$ cat config.mk
export PLATFORM = sky130hd
export DESIGN_NAME = ubt_top
export DESIGN_NICKNAME = d
export VERILOG_FILES = /design/src/rtl/ubt_regmem.v /design/src/rtl/ubt_timer.v /design/src/rtl/ubt_top.v
export VERILOG_INCLUDE_DIRS = /design/src /design/src/rtl
export SDC_FILE = /design/constraint.sdc
export NUM_CORES = 1
export LEC_CHECK = 0
export BUFFER_PORTS_ARGS = -buffer_cell sky130_fd_sc_hd__buf_2
export CAP_MARGIN = 30
export CORE_ASPECT_RATIO = 1.75
export CORE_MARGIN = 2
export CORE_UTILIZATION = 55
export CTS_BUF_LIST = sky130_fd_sc_hd__clkbuf_8
export CTS_CLUSTER_SIZE = 20
export DETAILED_ROUTE_END_ITERATION = 16
export MAX_ROUTING_LAYER = met4
export PLACE_DENSITY = 0.72
export SETUP_SLACK_MARGIN = 0.2
export SLEW_MARGIN = 20
export SYNTH_ARGS = -nofsm -noshare
export SYNTH_HDL_FRONTEND = slang
export SYNTH_HIERARCHICAL = 1
export SYNTH_SLANG_ARGS = --single-unit
$ cat constraint.sdc
create_clock -name clk -period 8.1 [get_ports clk]
set_input_delay 1.62 -clock clk [delete_from_list [all_inputs] [get_ports clk]]
set_output_delay 1.62 -clock clk [all_outputs]
set_load 0.1 [all_outputs]
$ cat src/rtl/ubt_consts.vh
// Address map, field positions and reset values of the serial-port timer block.
// Assumes a 16-bit byte address and 8-bit register data.
`ifndef UBT_CONSTS_VH
`define UBT_CONSTS_VH

// ----------------------------------------
// Register offsets
// ----------------------------------------
`define UBT_ADDR_W            16
`define UBT_DATA_W            8
`define UBT_OFS_TRIM2         16'h281c
`define UBT_OFS_TRIM3         16'h281d
`define UBT_OFS_TRIM4         16'h281e
`define UBT_OFS_TRIM5         16'h281f
`define UBT_OFS_CTRL_STATUS   16'h2838
`define UBT_OFS_MODE          16'h2839
`define UBT_OFS_GP_HIGH       16'h283a
`define UBT_OFS_BG_HIGH       16'h283b
`define UBT_OFS_GP_LOW        16'h283c
`define UBT_OFS_BG_LOW        16'h283d
`define UBT_OFS_SER_CTRL      16'h283e
`define UBT_OFS_SER_BUF       16'h283f

// ----------------------------------------
// Memory word indices
// ----------------------------------------
`define UBT_IDX_W             3
`define UBT_IDX_TRIM5         3'h3
`define UBT_IDX_SER_CTRL      3'h4
`define UBT_IDX_SER_BUF       3'h5

// ----------------------------------------
// Control/status fields
// ----------------------------------------
`define UBT_BIT_BAUD_DOUBLE   7
`define UBT_BIT_BG_CLK_SEL    5
`define UBT_BIT_GP_CLK_SEL    4
`define UBT_BIT_BG_OVF        3
`define UBT_BIT_GP_OVF        2
`define UBT_BIT_BG_RUN        1
`define UBT_BIT_GP_RUN        0
`define UBT_CTRL_RESET        8'h00
`define UBT_CTRL_WR_MASK      8'hbf

// ----------------------------------------
// Mode register fields
// ----------------------------------------
`define UBT_MODE_BG_HI        5
`define UBT_MODE_BG_LO        4
`define UBT_MODE_GP_HI        1
`define UBT_MODE_GP_LO        0
`define UBT_MODE_RESET        8'h00

// ----------------------------------------
// Timer modes and prescaler
// ----------------------------------------
`define UBT_TM_13BIT          2'h0
`define UBT_TM_16BIT          2'h1
`define UBT_TM_RELOAD8        2'h2
`define UBT_TM_SPLIT          2'h3
`define UBT_PRESCALE          4'hc

`endif

$ cat src/rtl/ubt_regmem.v
// Small register memory for trims, serial control and serial buffer bytes.
// Assumes one write or one read per cycle; read data stand one cycle after the strobe.
`timescale 1ns/1ps
`include "ubt_consts.vh"

module ubt_regmem #(
	parameter AW    = 3,
	parameter DW    = 8,
	parameter DEPTH = 8
) (
	input  wire          clk,
	input  wire          rst_n,
	input  wire          ce,
	input  wire          wr_en,
	input  wire [AW-1:0] wr_idx,
	input  wire [DW-1:0] wr_data,
	input  wire          rd_en,
	input  wire [AW-1:0] rd_idx,
	input  wire          byp_sel,
	input  wire [DW-1:0] byp_data,
	input  wire [AW-1:0] trim_idx,
	output reg  [DW-1:0] rd_data_q,
	output reg  [DW-1:0] trim_q
);

	reg [DW-1:0] mem_q [0:DEPTH-1];
	integer      i;

	// ----------------------------------------
	// Storage and read register
	// ----------------------------------------
	always @(posedge clk) begin
		if (!rst_n) begin
			for (i = 0; i < DEPTH; i = i + 1) begin
				mem_q[i] <= {DW{1'b0}};
			end
			rd_data_q <= {DW{1'b0}};
			trim_q    <= {DW{1'b0}};
		end else if (ce) begin
			if (wr_en)
				mem_q[wr_idx] <= wr_data;
			// Bypass lets the parent's own registers share this read register
			if (rd_en)
				rd_data_q <= byp_sel ? byp_data : mem_q[rd_idx];
			else
				rd_data_q <= {DW{1'b0}};
			trim_q <= mem_q[trim_idx];
		end
	end

endmodule

$ cat src/rtl/ubt_timer.v
// One 16-bit timer made of a low and a high byte with four counting modes.
// Assumes a single-cycle count enable from the parent; byte writes win over counting.
`timescale 1ns/1ps
`include "ubt_consts.vh"

module ubt_timer #(
	parameter W = 8
) (
	input  wire         clk,
	input  wire         rst_n,
	input  wire         ce,
	input  wire         cnt_en,
	input  wire [1:0]   mode,
	input  wire         wr_lo,
	input  wire         wr_hi,
	input  wire [W-1:0] wr_data,
	output reg  [W-1:0] cnt_lo_q,
	output reg  [W-1:0] cnt_hi_q,
	output reg          ovf_q
);

	function all_ones;
		input [W-1:0] v;
		begin
			all_ones = &v;
		end
	endfunction

	// ----------------------------------------
	// Counter
	// ----------------------------------------
	always @(posedge clk) begin
		if (!rst_n) begin
			cnt_lo_q <= {W{1'b0}};
			cnt_hi_q <= {W{1'b0}};
			ovf_q    <= 1'b0;
		end else if (ce) begin
			ovf_q <= 1'b0;
			if (wr_lo || wr_hi) begin
				if (wr_lo)
					cnt_lo_q <= wr_data;
				if (wr_hi)
					cnt_hi_q <= wr_data;
			end else if (cnt_en) begin
				case (mode)
				`UBT_TM_13BIT: begin
					// Prescaler part of the low byte is only five bits wide
					if (&cnt_lo_q[4:0]) begin
						cnt_lo_q[4:0] <= 5'h00;
						cnt_hi_q      <= cnt_hi_q + 1'b1;
						ovf_q         <= all_ones(cnt_hi_q);
					end else begin
						cnt_lo_q[4:0] <= cnt_lo_q[4:0] + 1'b1;
					end
				end
				`UBT_TM_16BIT: begin
					{cnt_hi_q, cnt_lo_q} <= {cnt_hi_q, cnt_lo_q} + 1'b1;
					ovf_q <= all_ones(cnt_hi_q) & all_ones(cnt_lo_q);
				end
				`UBT_TM_RELOAD8: begin
					if (all_ones(cnt_lo_q)) begin
						cnt_lo_q <= cnt_hi_q;
						ovf_q    <= 1'b1;
					end else begin
						cnt_lo_q <= cnt_lo_q + 1'b1;
					end
				end
				default: begin
					// Split: two free 8-bit halves, only the low half flags
					cnt_lo_q <= cnt_lo_q + 1'b1;
					cnt_hi_q <= cnt_hi_q + 1'b1;
					ovf_q    <= all_ones(cnt_lo_q);
				end
				endcase
			end
		end
	end

endmodule

$ cat src/rtl/ubt_top.v
// Baud generator, general timer and register map of one auxiliary serial port.
// Assumes a plain register port on the system clock and an interrupt enable from the CPU.
//
// What this block does
// - Control bit 7 set doubles the port baud rate.
// - Baud generator clock select: zero is clock divided by twelve, one undivided.
// - General timer clock select: zero is clock divided by twelve, one undivided.
// - Baud generator overflow sets its flag and never interrupts.
// - General timer overflow sets its flag; interrupt only when enabled.
// - Baud generator counts only while its run bit is one.
// - General timer counts only while its run bit is one.
// - Four read/write baud trim registers, ports 2 to 5, consecutive addresses.
// - Port-5 baud generator low byte readable and writable.
// - Port-5 general timer low byte readable and writable.
// - Port-5 serial control and buffer registers follow the timer low bytes.
// - Two-bit mode field picks 13-bit, 16-bit, 8-bit reload or split.
//
// The address-and-strobe port was chosen for this implementation.
`timescale 1ns/1ps
`include "ubt_consts.vh"

module ubt_top (
	input  wire                   clk,
	input  wire                   rst_n,
	input  wire                   ce,
	input  wire [`UBT_ADDR_W-1:0] addr,
	input  wire [`UBT_DATA_W-1:0] wr_data,
	input  wire                   wr_en,
	input  wire                   rd_en,
	output wire [`UBT_DATA_W-1:0] rd_data,
	input  wire                   gp_irq_en,
	output reg                    gp_irq_q,
	output reg                    baud_tick_q
);

	reg  [7:0] ctrl_q;
	reg  [7:0] mode_q;
	reg  [3:0] pre_q;
	reg        pre_tick_q;
	reg        half_q;
	reg  [7:0] acc_q;
	reg        hold_q;
	wire [7:0] gp_lo;
	wire [7:0] gp_hi;
	wire [7:0] bg_lo;
	wire [7:0] bg_hi;
	wire       gp_ovf;
	wire       bg_ovf;
	wire [7:0] trim;
	wire       bg_en;
	wire       gp_en;
	wire       wr_ctrl;
	wire       raw_tick;
	wire [8:0] acc_sum;
	reg        byp_sel;
	reg  [7:0] byp_data;
	reg        mem_hit;
	reg  [2:0] mem_idx;

	function hit;
		input [`UBT_ADDR_W-1:0] a;
		input [`UBT_ADDR_W-1:0] ofs;
		begin
			hit = (a == ofs);
		end
	endfunction

	// ----------------------------------------
	// Address decode
	// ----------------------------------------
	// trim, serial control and serial buffer addresses
	always @* begin
		mem_hit = 1'b0;
		mem_idx = 3'h0;
		if (addr[`UBT_ADDR_W-1:2] == `UBT_OFS_TRIM2 >> 2) begin
			mem_hit = 1'b1;
			mem_idx = {1'b0, addr[1:0]};
		end else if (hit(addr, `UBT_OFS_SER_CTRL)) begin
			mem_hit = 1'b1;
			mem_idx = `UBT_IDX_SER_CTRL;
		end else if (hit(addr, `UBT_OFS_SER_BUF)) begin
			mem_hit = 1'b1;
			mem_idx = `UBT_IDX_SER_BUF;
		end
	end

	always @* begin
		byp_sel  = ~mem_hit;
		byp_data = 8'h00;
		if (hit(addr, `UBT_OFS_CTRL_STATUS))
			byp_data = ctrl_q & `UBT_CTRL_WR_MASK;
		else if (hit(addr, `UBT_OFS_MODE))
			byp_data = mode_q;
		else if (hit(addr, `UBT_OFS_GP_HIGH))
			byp_data = gp_hi;
		else if (hit(addr, `UBT_OFS_BG_HIGH))
			byp_data = bg_hi;
		else if (hit(addr, `UBT_OFS_GP_LOW))
			byp_data = gp_lo;
		else if (hit(addr, `UBT_OFS_BG_LOW))
			byp_data = bg_lo;
	end

	assign wr_ctrl = wr_en & hit(addr, `UBT_OFS_CTRL_STATUS);

	// ----------------------------------------
	// Clock prescaler
	// ----------------------------------------
	always @(posedge clk) begin
		if (!rst_n) begin
			pre_q      <= 4'h0;
			pre_tick_q <= 1'b0;
		end else if (ce) begin
			pre_tick_q <= (pre_q == `UBT_PRESCALE - 4'h1);
			if (pre_q == `UBT_PRESCALE - 4'h1)
				pre_q <= 4'h0;
			else
				pre_q <= pre_q + 4'h1;
		end
	end

	assign bg_en = ctrl_q[`UBT_BIT_BG_RUN] & (ctrl_q[`UBT_BIT_BG_CLK_SEL] | pre_tick_q);
	assign gp_en = ctrl_q[`UBT_BIT_GP_RUN] & (ctrl_q[`UBT_BIT_GP_CLK_SEL] | pre_tick_q);

	// ----------------------------------------
	// Control/status and mode registers
	// ----------------------------------------
	always @(posedge clk) begin
		if (!rst_n) begin
			ctrl_q <= `UBT_CTRL_RESET;
			mode_q <= `UBT_MODE_RESET;
		end else if (ce) begin
			if (wr_ctrl)
				ctrl_q <= wr_data & `UBT_CTRL_WR_MASK;
			if (wr_en && hit(addr, `UBT_OFS_MODE))
				mode_q <= wr_data;
			if (bg_ovf)
				ctrl_q[`UBT_BIT_BG_OVF] <= 1'b1;
			if (gp_ovf)
				ctrl_q[`UBT_BIT_GP_OVF] <= 1'b1;
		end
	end

	always @(posedge clk) begin
		if (!rst_n)
			gp_irq_q <= 1'b0;
		else if (ce)
			gp_irq_q <= ctrl_q[`UBT_BIT_GP_OVF] & gp_irq_en;
	end

	// ----------------------------------------
	// Baud tick with doubling and trim
	// ----------------------------------------
	// doubling passes every overflow
	assign raw_tick = bg_ovf & (ctrl_q[`UBT_BIT_BAUD_DOUBLE] | half_q);
	assign acc_sum  = {1'b0, acc_q} + {1'b0, trim};

	// fractional trim stretch
	// Carry delays the tick one clock, so trim adds fractional bit time
	always @(posedge clk) begin
		if (!rst_n) begin
			half_q      <= 1'b0;
			acc_q       <= 8'h00;
			hold_q      <= 1'b0;
			baud_tick_q <= 1'b0;
		end else if (ce) begin
			if (bg_ovf)
				half_q <= ~half_q;
			baud_tick_q <= hold_q | (raw_tick & ~acc_sum[8]);
			hold_q      <= raw_tick & acc_sum[8];
			if (raw_tick)
				acc_q <= acc_sum[7:0];
		end
	end

	// ----------------------------------------
	// Timers and register memory
	// ----------------------------------------
	ubt_timer #(
		.W (8)
	) u_bg (
		.clk      (clk),
		.rst_n    (rst_n),
		.ce       (ce),
		.cnt_en   (bg_en),
		.mode     ({mode_q[`UBT_MODE_BG_HI], mode_q[`UBT_MODE_BG_LO]}),
		.wr_lo    (wr_en & hit(addr, `UBT_OFS_BG_LOW)),
		.wr_hi    (wr_en & hit(addr, `UBT_OFS_BG_HIGH)),
		.wr_data  (wr_data),
		.cnt_lo_q (bg_lo),
		.cnt_hi_q (bg_hi),
		.ovf_q    (bg_ovf)
	);

	ubt_timer #(
		.W (8)
	) u_gp (
		.clk      (clk),
		.rst_n    (rst_n),
		.ce       (ce),
		.cnt_en   (gp_en),
		.mode     ({mode_q[`UBT_MODE_GP_HI], mode_q[`UBT_MODE_GP_LO]}),
		.wr_lo    (wr_en & hit(addr, `UBT_OFS_GP_LOW)),
		.wr_hi    (wr_en & hit(addr, `UBT_OFS_GP_HIGH)),
		.wr_data  (wr_data),
		.cnt_lo_q (gp_lo),
		.cnt_hi_q (gp_hi),
		.ovf_q    (gp_ovf)
	);

	ubt_regmem #(
		.AW    (`UBT_IDX_W),
		.DW    (`UBT_DATA_W),
		.DEPTH (8)
	) u_mem (
		.clk       (clk),
		.rst_n     (rst_n),
		.ce        (ce),
		.wr_en     (wr_en & mem_hit),
		.wr_idx    (mem_idx),
		.wr_data   (wr_data),
		.rd_en     (rd_en),
		.rd_idx    (mem_idx),
		.byp_sel   (byp_sel),
		.byp_data  (byp_data),
		.trim_idx  (`UBT_IDX_TRIM5),
		.rd_data_q (rd_data),
		.trim_q    (trim)
	);

endmodule

=== Word level (Yosys, flattened, before mapping) ===
Memories as Yosys holds them, arrays and structs flattened. A register that Yosys moved wholly into a read port is not among the register bits.
Index checks and enable logic that the tools add are counted.

* Logic and storage cells: 164
* Register bits: 74
* Memories: 1
* Output and inout port bits: 10
* Bits of input ports: 30
* Memory bits (writable): 64

* Equal/unequal tests: 24
* Bitwise logic cells: 20
* Reductions and logical operators: 29
* Muxes and demuxes: 60
* Add/sub/neg operators: 10

{| class="wikitable"
|+ Memory list
! memory !! words !! width !! read ports !! clocked after memory_dff !! wr ports !! line !! RTL
|-
| u_mem.mem_q || 8 || 8 || 2 || 1 || 8 || ubt_regmem.v:26 || <nowiki>reg [DW-1:0] mem_q [0:DEPTH-1];</nowiki>
|}

{| class="wikitable"
|+ Operators with widths
! cell !! count
|-
| 8-bit two-way mux || 25
|-
| 16-bit by 14-bit equality test with 1-bit output (second input constant) || 8
|-
| 8-bit one-hot mux with 3 select lines || 2
|-
| 16-bit by 1-bit adder with 16-bit output (second input constant) || 2
|-
| 8-bit by 1-bit adder with 8-bit output (second input constant) || 4
|-
| 8-bit AND reduction || 4
|-
| 5-bit one-hot mux with 3 select lines || 2
|-
| 5-bit AND reduction || 4
|-
| 1-bit two-way mux || 19
|-
| 3-bit one-hot mux with 3 select lines || 2
|-
| 2-bit by 1-bit inequality test with 1-bit output (second input constant) || 8
|-
| 1-bit bitwise AND || 14
|-
| 14-bit by 12-bit equality test with 1-bit output (second input constant) || 1
|-
| 3-bit two-way mux || 4
|-
| 2-bit AND reduction || 6
|-
| 5-bit by 1-bit adder with 5-bit output (second input constant) || 2
|-
| 5-bit two-way mux || 2
|-
| 8-bit by 8-bit adder with 9-bit output || 1
|-
| 4-bit two-way mux || 2
|-
| 4-bit AND reduction || 2
|-
| 2-bit nonzero test || 4
|-
| 8-bit OR reduction || 1
|-
| 3-bit by 1-bit inequality test with 1-bit output (second input constant) || 2
|-
| 1-bit one-hot mux with 3 select lines || 2
|-
| other kinds (11) || 20
|}

=== Longest topological paths before layout ===
Gate-level depths: netlist of the first run.

* Word-level depth: 11
* Depth in mapped cells: 11
* Mapped depth without buffers: 9

=== By module ===
The synthesis of the first run kept the hierarchy.

{| class="wikitable"
|+ Modules (own cells, without submodules)
! module !! seq. area each (um^2) !! area each (um^2) !! cells an instance !! instances
|-
| ubt_regmem || 2242.2 || 4189.0 || 363 || 1
|-
| ubt_timer || 340.3 || 1418.9 || 177 || 2
|-
| ubt_top || 640.6 || 2203.4 || 268 || 1
|}

=== Least setup slack after synthesis of the first run ===
No wires, ideal clock.

* Path kind: input to register
* Start: input addr[14]
* End: memory u_mem.mem_q[3][0] (enable)
* Library setup time: 0.384 ns
* Data required time: 7.716 ns
* Arrival: 4.238 ns
* Cell stages on the path: 6
* Slack: 3.478 ns
* Path buffers: 1
* Cell sequence: and4bb_2 nand4b_4 buf_2 nor4b_1 nand4_1 o21ai_0

{| class="wikitable"
|+ RTL lines
! what !! line !! RTL
|-
| start, declared || ubt_top.v:26 || <nowiki>input wire [`UBT_ADDR_W-1:0] addr,</nowiki>
|-
| end, declared || ubt_regmem.v:26 ||
|}

==> results of run 1 <==
-- cells by family (layout without fill, tap and decap cells) --
family / count (synthesis) / count (layout)
flip-flops: 146 / 146
adder cells (fa/ha/maj): 24 / 24
buffers and inverters: 79 / 115
other: 2 / 9
AND/OR/NAND/NOR: 371 / 371
XOR/XNOR: 12 / 12
AO/OA/AOI/OAI: 259 / 259
multiplexers: 92 / 92
-- flip-flops by register name, indices dropped and copies added (netlist names) --
name,flops
acc_q,8
baud_tick_q,1
ctrl_q,7
gp_irq_q,1
half_q,1
hold_q,1
mode_q,8
pre_q,4
pre_tick_q,1
u_bg/cnt_hi_q,8
u_bg/cnt_lo_q,8
u_bg/ovf_q,1
u_gp/cnt_hi_q,8
u_gp/cnt_lo_q,8
u_gp/ovf_q,1
u_mem/mem_q,64
u_mem/rd_data_q,8
u_mem/trim_q,8
-- through the flow --
| step | setup slack (ns) | cell area (µm²) | hold WS [ns] | std cells | total power [mW] |
|---|---|---|---|---|---|
| 6_report | 3.823 | 9952 | 0.4630 | 1252 | 1.487 |
| 5_1_grt | 3.702 | 9952 | 0.4786 | 1252 | 1.537 |
| 4_1_cts | 3.504 | 9917 | 0.4647 | 1248 | 1.491 |
| 3_5_place_dp | 3.011 | 9530 | 0.4535 | 1216 | 0.9282 |
| 3_3_place_gp | 3.157 | 9530 | 0.4472 | 1216 | 0.9256 |
| 2_1_floorplan | 3.478 | 9256 | 0.4406 | 992 | 0.8822 |
-- worst reg2reg max path: stages, from the launching register on --
cell       delay, ns
dfxtp_1         0.52
ha_1            0.31
nand3_4         0.16
o21ai_0         0.45
nand3_1         0.24
a221oi_1        0.35
a2111oi_2       0.09
-- final timing paths --
path	startpoint	to	slack, ns	cells after the start
worst min register to register	acc_q[0]$_SDFFE_PN0P_	acc_q[0]$_SDFFE_PN0P_	0.46	2
worst min-delay path	acc_q[0]$_SDFFE_PN0P_	acc_q[0]$_SDFFE_PN0P_	0.46	2
worst max-delay path	addr[14]	u_mem/mem_q[1][2]$_SDFFCE_PN0P_	3.82	9
worst max register to register	u_gp/cnt_lo_q[0]$_SDFFE_PN0P_	u_gp/cnt_lo_q[0]$_SDFFE_PN0P_	5.87	6
-- where the power goes --
group / total [mW] / switching [mW] / internal (mW)
Sequential: 0.803 / 0.0160 / 0.787
Clock: 0.571 / 0.291 / 0.280
Combinational: 0.113 / 0.0736 / 0.0391
Total: 1.49 / 0.381 / 1.11
-- cells in the final DEF, fill, tap and decap left out, types with 7 or more instances in the layout --
master,count
dfxtp_1,82
nor2_1,78
a21oi_1,69
and2_1,65
edfxtp_1,64
mux2i_1,59
nand2_1,54
o21ai_0,50
buf_2,40
mux2_2,33
inv_1,32
nor2b_1,26
nor3_1,24
nand3_1,24
ha_1,23
o22ai_1,21
clkbuf_8,18
nand4_1,15
o211ai_1,13
nand2b_1,12
nand3b_1,11
a221o_1,10
o221ai_1,9
a211oi_1,9
conb_1,9
o21a_1,8
buf_4,8
a221oi_1,8
xnor2_1,8
a22oi_1,7
-- area by class of cell --
| type | count | area (µm²) |
|---|---|---|
| Inverter | 32 | 120.1 |
| Sequential cell | 146 | 3563 |
| Fill cell | 1498 | 6494 |
| Clock buffer | 18 | 247.7 |
| Timing Repair Buffer | 51 | 290.3 |
| Tap cell | 224 | 280.3 |
| Clock inverter | 14 | 138.9 |
| Multi-Input combinational cell | 767 | 5311 |
-- layer usage --
| layer | up-vias | global-route usage, % |
|---|---|---|
| met1 | 3777 | 33.01 |
| met5 | - | - |
| met3 | 124 | 5.054 |
| li1 | 3749 | - |
| met2 | 297 | 54.88 |
| met4 | 0 | 22.78 |
==> metrics.csv, run 1 <==
metric,value,unit
antenna_found_initial,0,
clk_pin_slew,0.08,ns
drt-total-wl,27060,µm
path_cells,buf_2 > and4bb_2 > nand4b_4 > a21oi_1 > and3_2 > buf_12 > nand3_1 > nor3_1 > nand2b_1,
min_period,4.277,ns
post_cts_resized,0,
synth_top_area_share,20.82,%
start_util,56.12,%
status,"finished, final reports clean",
routed.top_layer,met4,
overflow,0,
syn_area,9230,µm²
cap_violations,0,
grt_max_degree,45,
leakagePower,3.468,nW
yosys.area_share.xor_xnor,1.139,%
cp_top_family,simple AND/OR/NAND/NOR gates,
grt_pass1_wl,42580,µm
gp_congestion,0.9772,
clk_latency,0.46,ns
crit_required,8.21,ns
hold_class,flip-flop to flip-flop,
seq_area_frac_synth,38.61,%
path_max_fanout,29,
vias,7947,
synthSimpleGateAreaFrac,23.51,%
route.met3.wl,1133,µm
dominantRegCellSynth,dfxtp_1,
fin_crit_sh,52.80,%
maxSlewViolCount,0,
cts_hold_buf,0,
finalSetupViolCount,0,
rows,62,
endpoint_kind,flip-flop,
finalNetCount,1069,
routed_via_density,6.347,
post_drt_wl_per_cell,21.61,µm
detail-route-antenna-nets,0,
ir_worst_vdd,0.09116,mV
synth_top_family_by_area,simple AND/OR/NAND/NOR gates,
core,16450,µm²
ys_warn_count,6,
io_buffers,39,
synth_top_cell_by_area,edfxtp_1,
synth_edf_count,64,
tightest_slew,0.7577,ns
critPathSlowestCell,nor3_1,
max_freq,233.8,MHz
postCtsSetupBuffers,0,
io_pins,40,
dieArea,17870,µm²
cts_tree,done,
clock_path_buffers,2,
fin_skew,0.01307,ns
setup_tns,0,ns
drc,0,
die_height,175.4,µm
wl_met1,9749,µm
max_stage_delay,0.60,ns
path_class,input pin to flip-flop,
syn_avg_cell_area,9.371,µm²
drt_iter0_markers,520,
synth_common_cells,"dfxtp_1 (82), nor2_1 (78), a21oi_1 (69), and2_1 (65), edfxtp_1 (64)",
fp.dieW,101.9,µm
hold_viol,0,
htree_levels,4,
synthArstFlopShare,0,%
final_layout_size_suffix_gt1_share,15.08,%
start_kind,input pin,
netlist_instances,985,
powerDensity,149.4,nW/µm²
arrival,4.39,ns
diodes,0,
ys_ff_latch,146,
clock_tree.root_cell,clkbuf_8,
synth.area.top_cells,"edfxtp_1 (21%), dfxtp_1 (18%), mux2i_1 (6.4%), and2_1 (4.4%), mux2_2 (4.0%)",
rsz0062_at_grt,false,
slew_headroom,49.10,%
cts.sinks,146,
first_pass_iters,10,
dpl.hpwl,19650,µm
grt_pass1_vias,7889,
cts_buffers,17,
synth.most_common_cell,dfxtp_1,
area_growth,7.822,%
synthAdderAreaFrac,3.335,%
synth-compound-area-share,18.76,%
grt_util_all_layers,32.26,%
synth_cell_type_count,82,
synth_mux_area_share,10.42,%
post-route-util,60.51,%
wl_met2,13980,µm
crit_buf_inv,2,
Power figures use the tool's default switching activity.
==> run 2: changes to the inputs <==
--- a/config.mk
+++ b/config.mk
@@ -6,6 +6,7 @@
 export SDC_FILE = /design/constraint.sdc
 export NUM_CORES = 1
 export LEC_CHECK = 0
+export ABC_AREA = 1
 export BUFFER_PORTS_ARGS = -buffer_cell sky130_fd_sc_hd__buf_2
 export CAP_MARGIN = 30
 export CORE_ASPECT_RATIO = 1.75
==> constraint.sdc (replaced) <==
create_clock -name clk -period 4.4 [get_ports clk]
set_input_delay 0.88 -clock clk [delete_from_list [all_inputs] [get_ports clk]]
set_output_delay 0.88 -clock clk [all_outputs]
set_load 0.1 [all_outputs]
==> run 2 against run 1 <==
Flip-flop and latch count unchanged; cell area is 3.5% higher; clock power is 87% higher; synthesized cell count grew 39%; largest cell class unchanged; worst setup slack worse by 2.7 ns; via count up 17%; count of clock-buffer cells in the layout up 1; worst hold slack improved by 0.013 ns; critical endpoint is now u_mem/rd_data_q[2]$_SDFFE_PN0P_; synthesized area grew 4.3%; die area increased by 4.2%.
==> metrics.csv, run 2 <==
metric,value,unit,change
status,"finished, final reports clean",,
path_max_fanout,34,,+17%
finalNetCount,1448,,+35%
grt_pass1_wl,46330,µm,+8.8%
grt_util_all_layers,33.44,%,+1.2 points
endpoint_kind,flip-flop,,
max_freq,308.0,MHz,
postCtsSetupBuffers,0,,unchanged
drt_iter0_markers,681,,+31%
whs,0.4761,ns,+0.01306 ns
area_growth,7.031,%,
antenna_found_initial,1,,+1
seq_area_frac_synth,37.02,%,-1.6 points
core,17300,µm²,+5.2%
clk_latency,0.46,ns,about the same
min_period,3.247,ns,
max_stage_delay,0.41,ns,-0.19 ns
grt.busiest_layer,met2,,
htree_levels,4,,unchanged
synthAdderAreaFrac,3.197,%,-0.14 points
syn_area,9627,µm²,+4.3%
clock_tree.root_cell,clkbuf_8,,
first_pass_iters,6,,-4
clk_pin_slew,0.08,ns,about the same
gp_congestion,0.9805,,+0.34%
path_cells,buf_2 > inv_1 > nand2_1 > nor2_1 > nand3_1 > nor3_2 > buf_4 > nor2_1 > nor2_2 > buf_4 > inv_8 > nand2_1 > nand3_1 > nand3_1 > nand3_1 > nand2_1 > a21oi_2,,
critPathSlowestCell,buf_4,,
path_class,input pin to flip-flop,,
synth.most_common_cell,nand2_1,,
synth_top_cell_by_area,edfxtp_1,,
dpl.hpwl,22020,µm,+12%
synth_mux_area_share,0,%,-10 points
grt_use_met1,34.29,%,+1.3 points
crit_required,4.75,ns,-3.46 ns
pre_cts_ws,0.7550,ns,-2.256 ns
arrival,3.59,ns,-0.80 ns
grt_use_met2,58.85,%,+4.0 points
layout_common_cells,"nand2_1 (306), nor2_1 (194), inv_1 (158)",,
rows,64,,+3.2%
cts.sinks,146,,unchanged
synth.area.top_cells,"edfxtp_1 (20%), dfxtp_1 (17%), nand2_1 (12%), nor2_1 (7.6%), nand3_1 (6.5%)",,
vias,9284,,+17%
dieArea,18620,µm²,+4.2%
hold_viol,0,,unchanged
fp.dieW,104.0,µm,+2.0%
post_cts_resized,0,,unchanged
power,2.759,mW,+86%
synthArstFlopShare,0,%,unchanged
hold_class,flip-flop to flip-flop,,
largest_reg_flops,64,,unchanged
setup_ws,1.153,ns,-2.670 ns
top_register,u_mem/mem_q,,
synth_top_area_share,19.96,%,-0.86 points
cts_hold_buf,0,,unchanged
synth-compound-area-share,15.61,%,-3.2 points
drt-total-wl,29740,µm,+9.9%
post_drt_wl_per_cell,18.14,µm,-16%
ys_warn_count,6,,unchanged
syn_avg_cell_area,7.037,µm²,-25%
synth_edf_count,64,,unchanged
grt_pass1_vias,8767,,+11%
final_common_cell,nand2_1,,
use_met3,4.108,%,-0.95 points
rsz0062_at_grt,false,,
leakagePower,4.433,nW,+28%
detail-route-antenna-nets,0,,unchanged
synth_common_cells,"nand2_1 (306), nor2_1 (195), inv_1 (157), nand3_1 (125), a21oi_1 (111)",,
drc,0,,unchanged
crit_buf_inv,5,,+3
dominantRegCellSynth,dfxtp_1,,
final_layout_size_suffix_gt1_share,12.37,%,-2.7 points
clock_path_buffers,2,,unchanged
synth_top_family_by_area,simple AND/OR/NAND/NOR gates,,
yosys.area_share.xor_xnor,0.9098,%,-0.23 points
routed_via_density,5.664,,-11%
io_buffers,39,,unchanged
crit_top_cell,nand3_1,,
io_pins,40,,unchanged
powerDensity,267.7,nW/µm²,+79%
ys_ff_latch,146,,unchanged
maxSlewViolCount,0,,unchanged
tightest_slew,0.9649,ns,+0.2073 ns
fin_skew,0.01125,ns,-0.001827 ns
setup_tns,0,ns,unchanged
ir_worst_vdd,0.1590,mV,+74%
synthSimpleGateAreaFrac,33.22,%,+9.7 points
cap_violations,0,,unchanged
synth_cell_type_count,50,,-39%
die_height,179.0,µm,+2.1%
start_kind,input pin,,
cp_top_family,simple AND/OR/NAND/NOR gates,,
overflow,0,,unchanged
slew_headroom,35.60,%,-13 points
start_util,55.66,%,-0.47 points
fin_crit_sh,73.79,%,
finalSetupViolCount,0,,unchanged
netlist_instances,1368,,+39%
cts_buffers,17,,unchanged
cts_tree,done,,
grt_max_degree,65,,+44%
run 2: cell types whose count changed in the layout (fill, tap and decap cells not counted), moves of 16 or more:
cell     delta
nand2_1   +252
and2_1     -65
o21ai_1    +16
mux2i_1    -59
nand3_1   +101
o21ai_0    +23
inv_1     +126
o22ai_1    -21
nor2b_1    -26
a21oi_1    +42
nand2_2    +17
mux2_2     -33
nor2_1    +116
run 2: area by class of cell:
cell class | count | area [µm²]
Fill cell | 1716 | 6993
Multi-Input combinational cell | 1013 | 5130
Sequential cell | 146 | 3563
Inverter | 168 | 638.1
Tap cell | 231 | 289.0
Timing Repair Buffer | 48 | 286.5
Clock buffer | 19 | 261.5
Clock inverter | 13 | 132.6
Antenna cell | 1 | 2.502
run 2: worst paths after layout:
check	from	end	slack, ns	cells past startpoint
setup / recovery	addr[10]	u_mem/rd_data_q[2]$_SDFFE_PN0P_	1.15	17
setup reg to reg	u_mem/trim_q[0]$_SDFFE_PN0P_	acc_q[6]$_SDFFE_PN0P_	2.45	9
hold reg to reg	half_q$_SDFFE_PN0P_	half_q$_SDFFE_PN0P_	0.48	2
hold / removal	half_q$_SDFFE_PN0P_	half_q$_SDFFE_PN0P_	0.48	2
run 2: power breakdown:
group          switching [mW]  internal [mW]
logic                   0.150         0.0555
clock network           0.542          0.533
registers              0.0286           1.45
run 2: cell families after synthesis:
| logic type | after synthesis |
|---|---|
| buffers and inverters | 214 |
| other | 2 |
| XOR/XNOR | 10 |
| AND/OR/NAND/NOR | 715 |
| adder cells (fa/ha/maj) | 24 |
| AO/OA/AOI/OAI | 257 |
| flip-flops | 146 |
run 2: layer usage:
metal	wire (µm)	vias to the layer above
li1	-	4515
met4	2401	0
met2	15220	374
met5	0	-
met1	10550	4272
met3	1561	123
run 2: stage by stage:
step | cells | utilization, % | cell area, µm²
finish | 1639 | 59.57 | 10300
global route | 1639 | 59.57 | 10300
CTS | 1636 | 59.33 | 10260
detailed placement | 1604 | 57.05 | 9868
global placement | 1604 | 57.05 | 9868
floorplan | 1373 | - | 9646
run 2: worst min-delay path: stages (launching register included):
cell and delay [ns]:
dfxtp_1 0.30, inv_1 0.07, a21oi_1 0.06
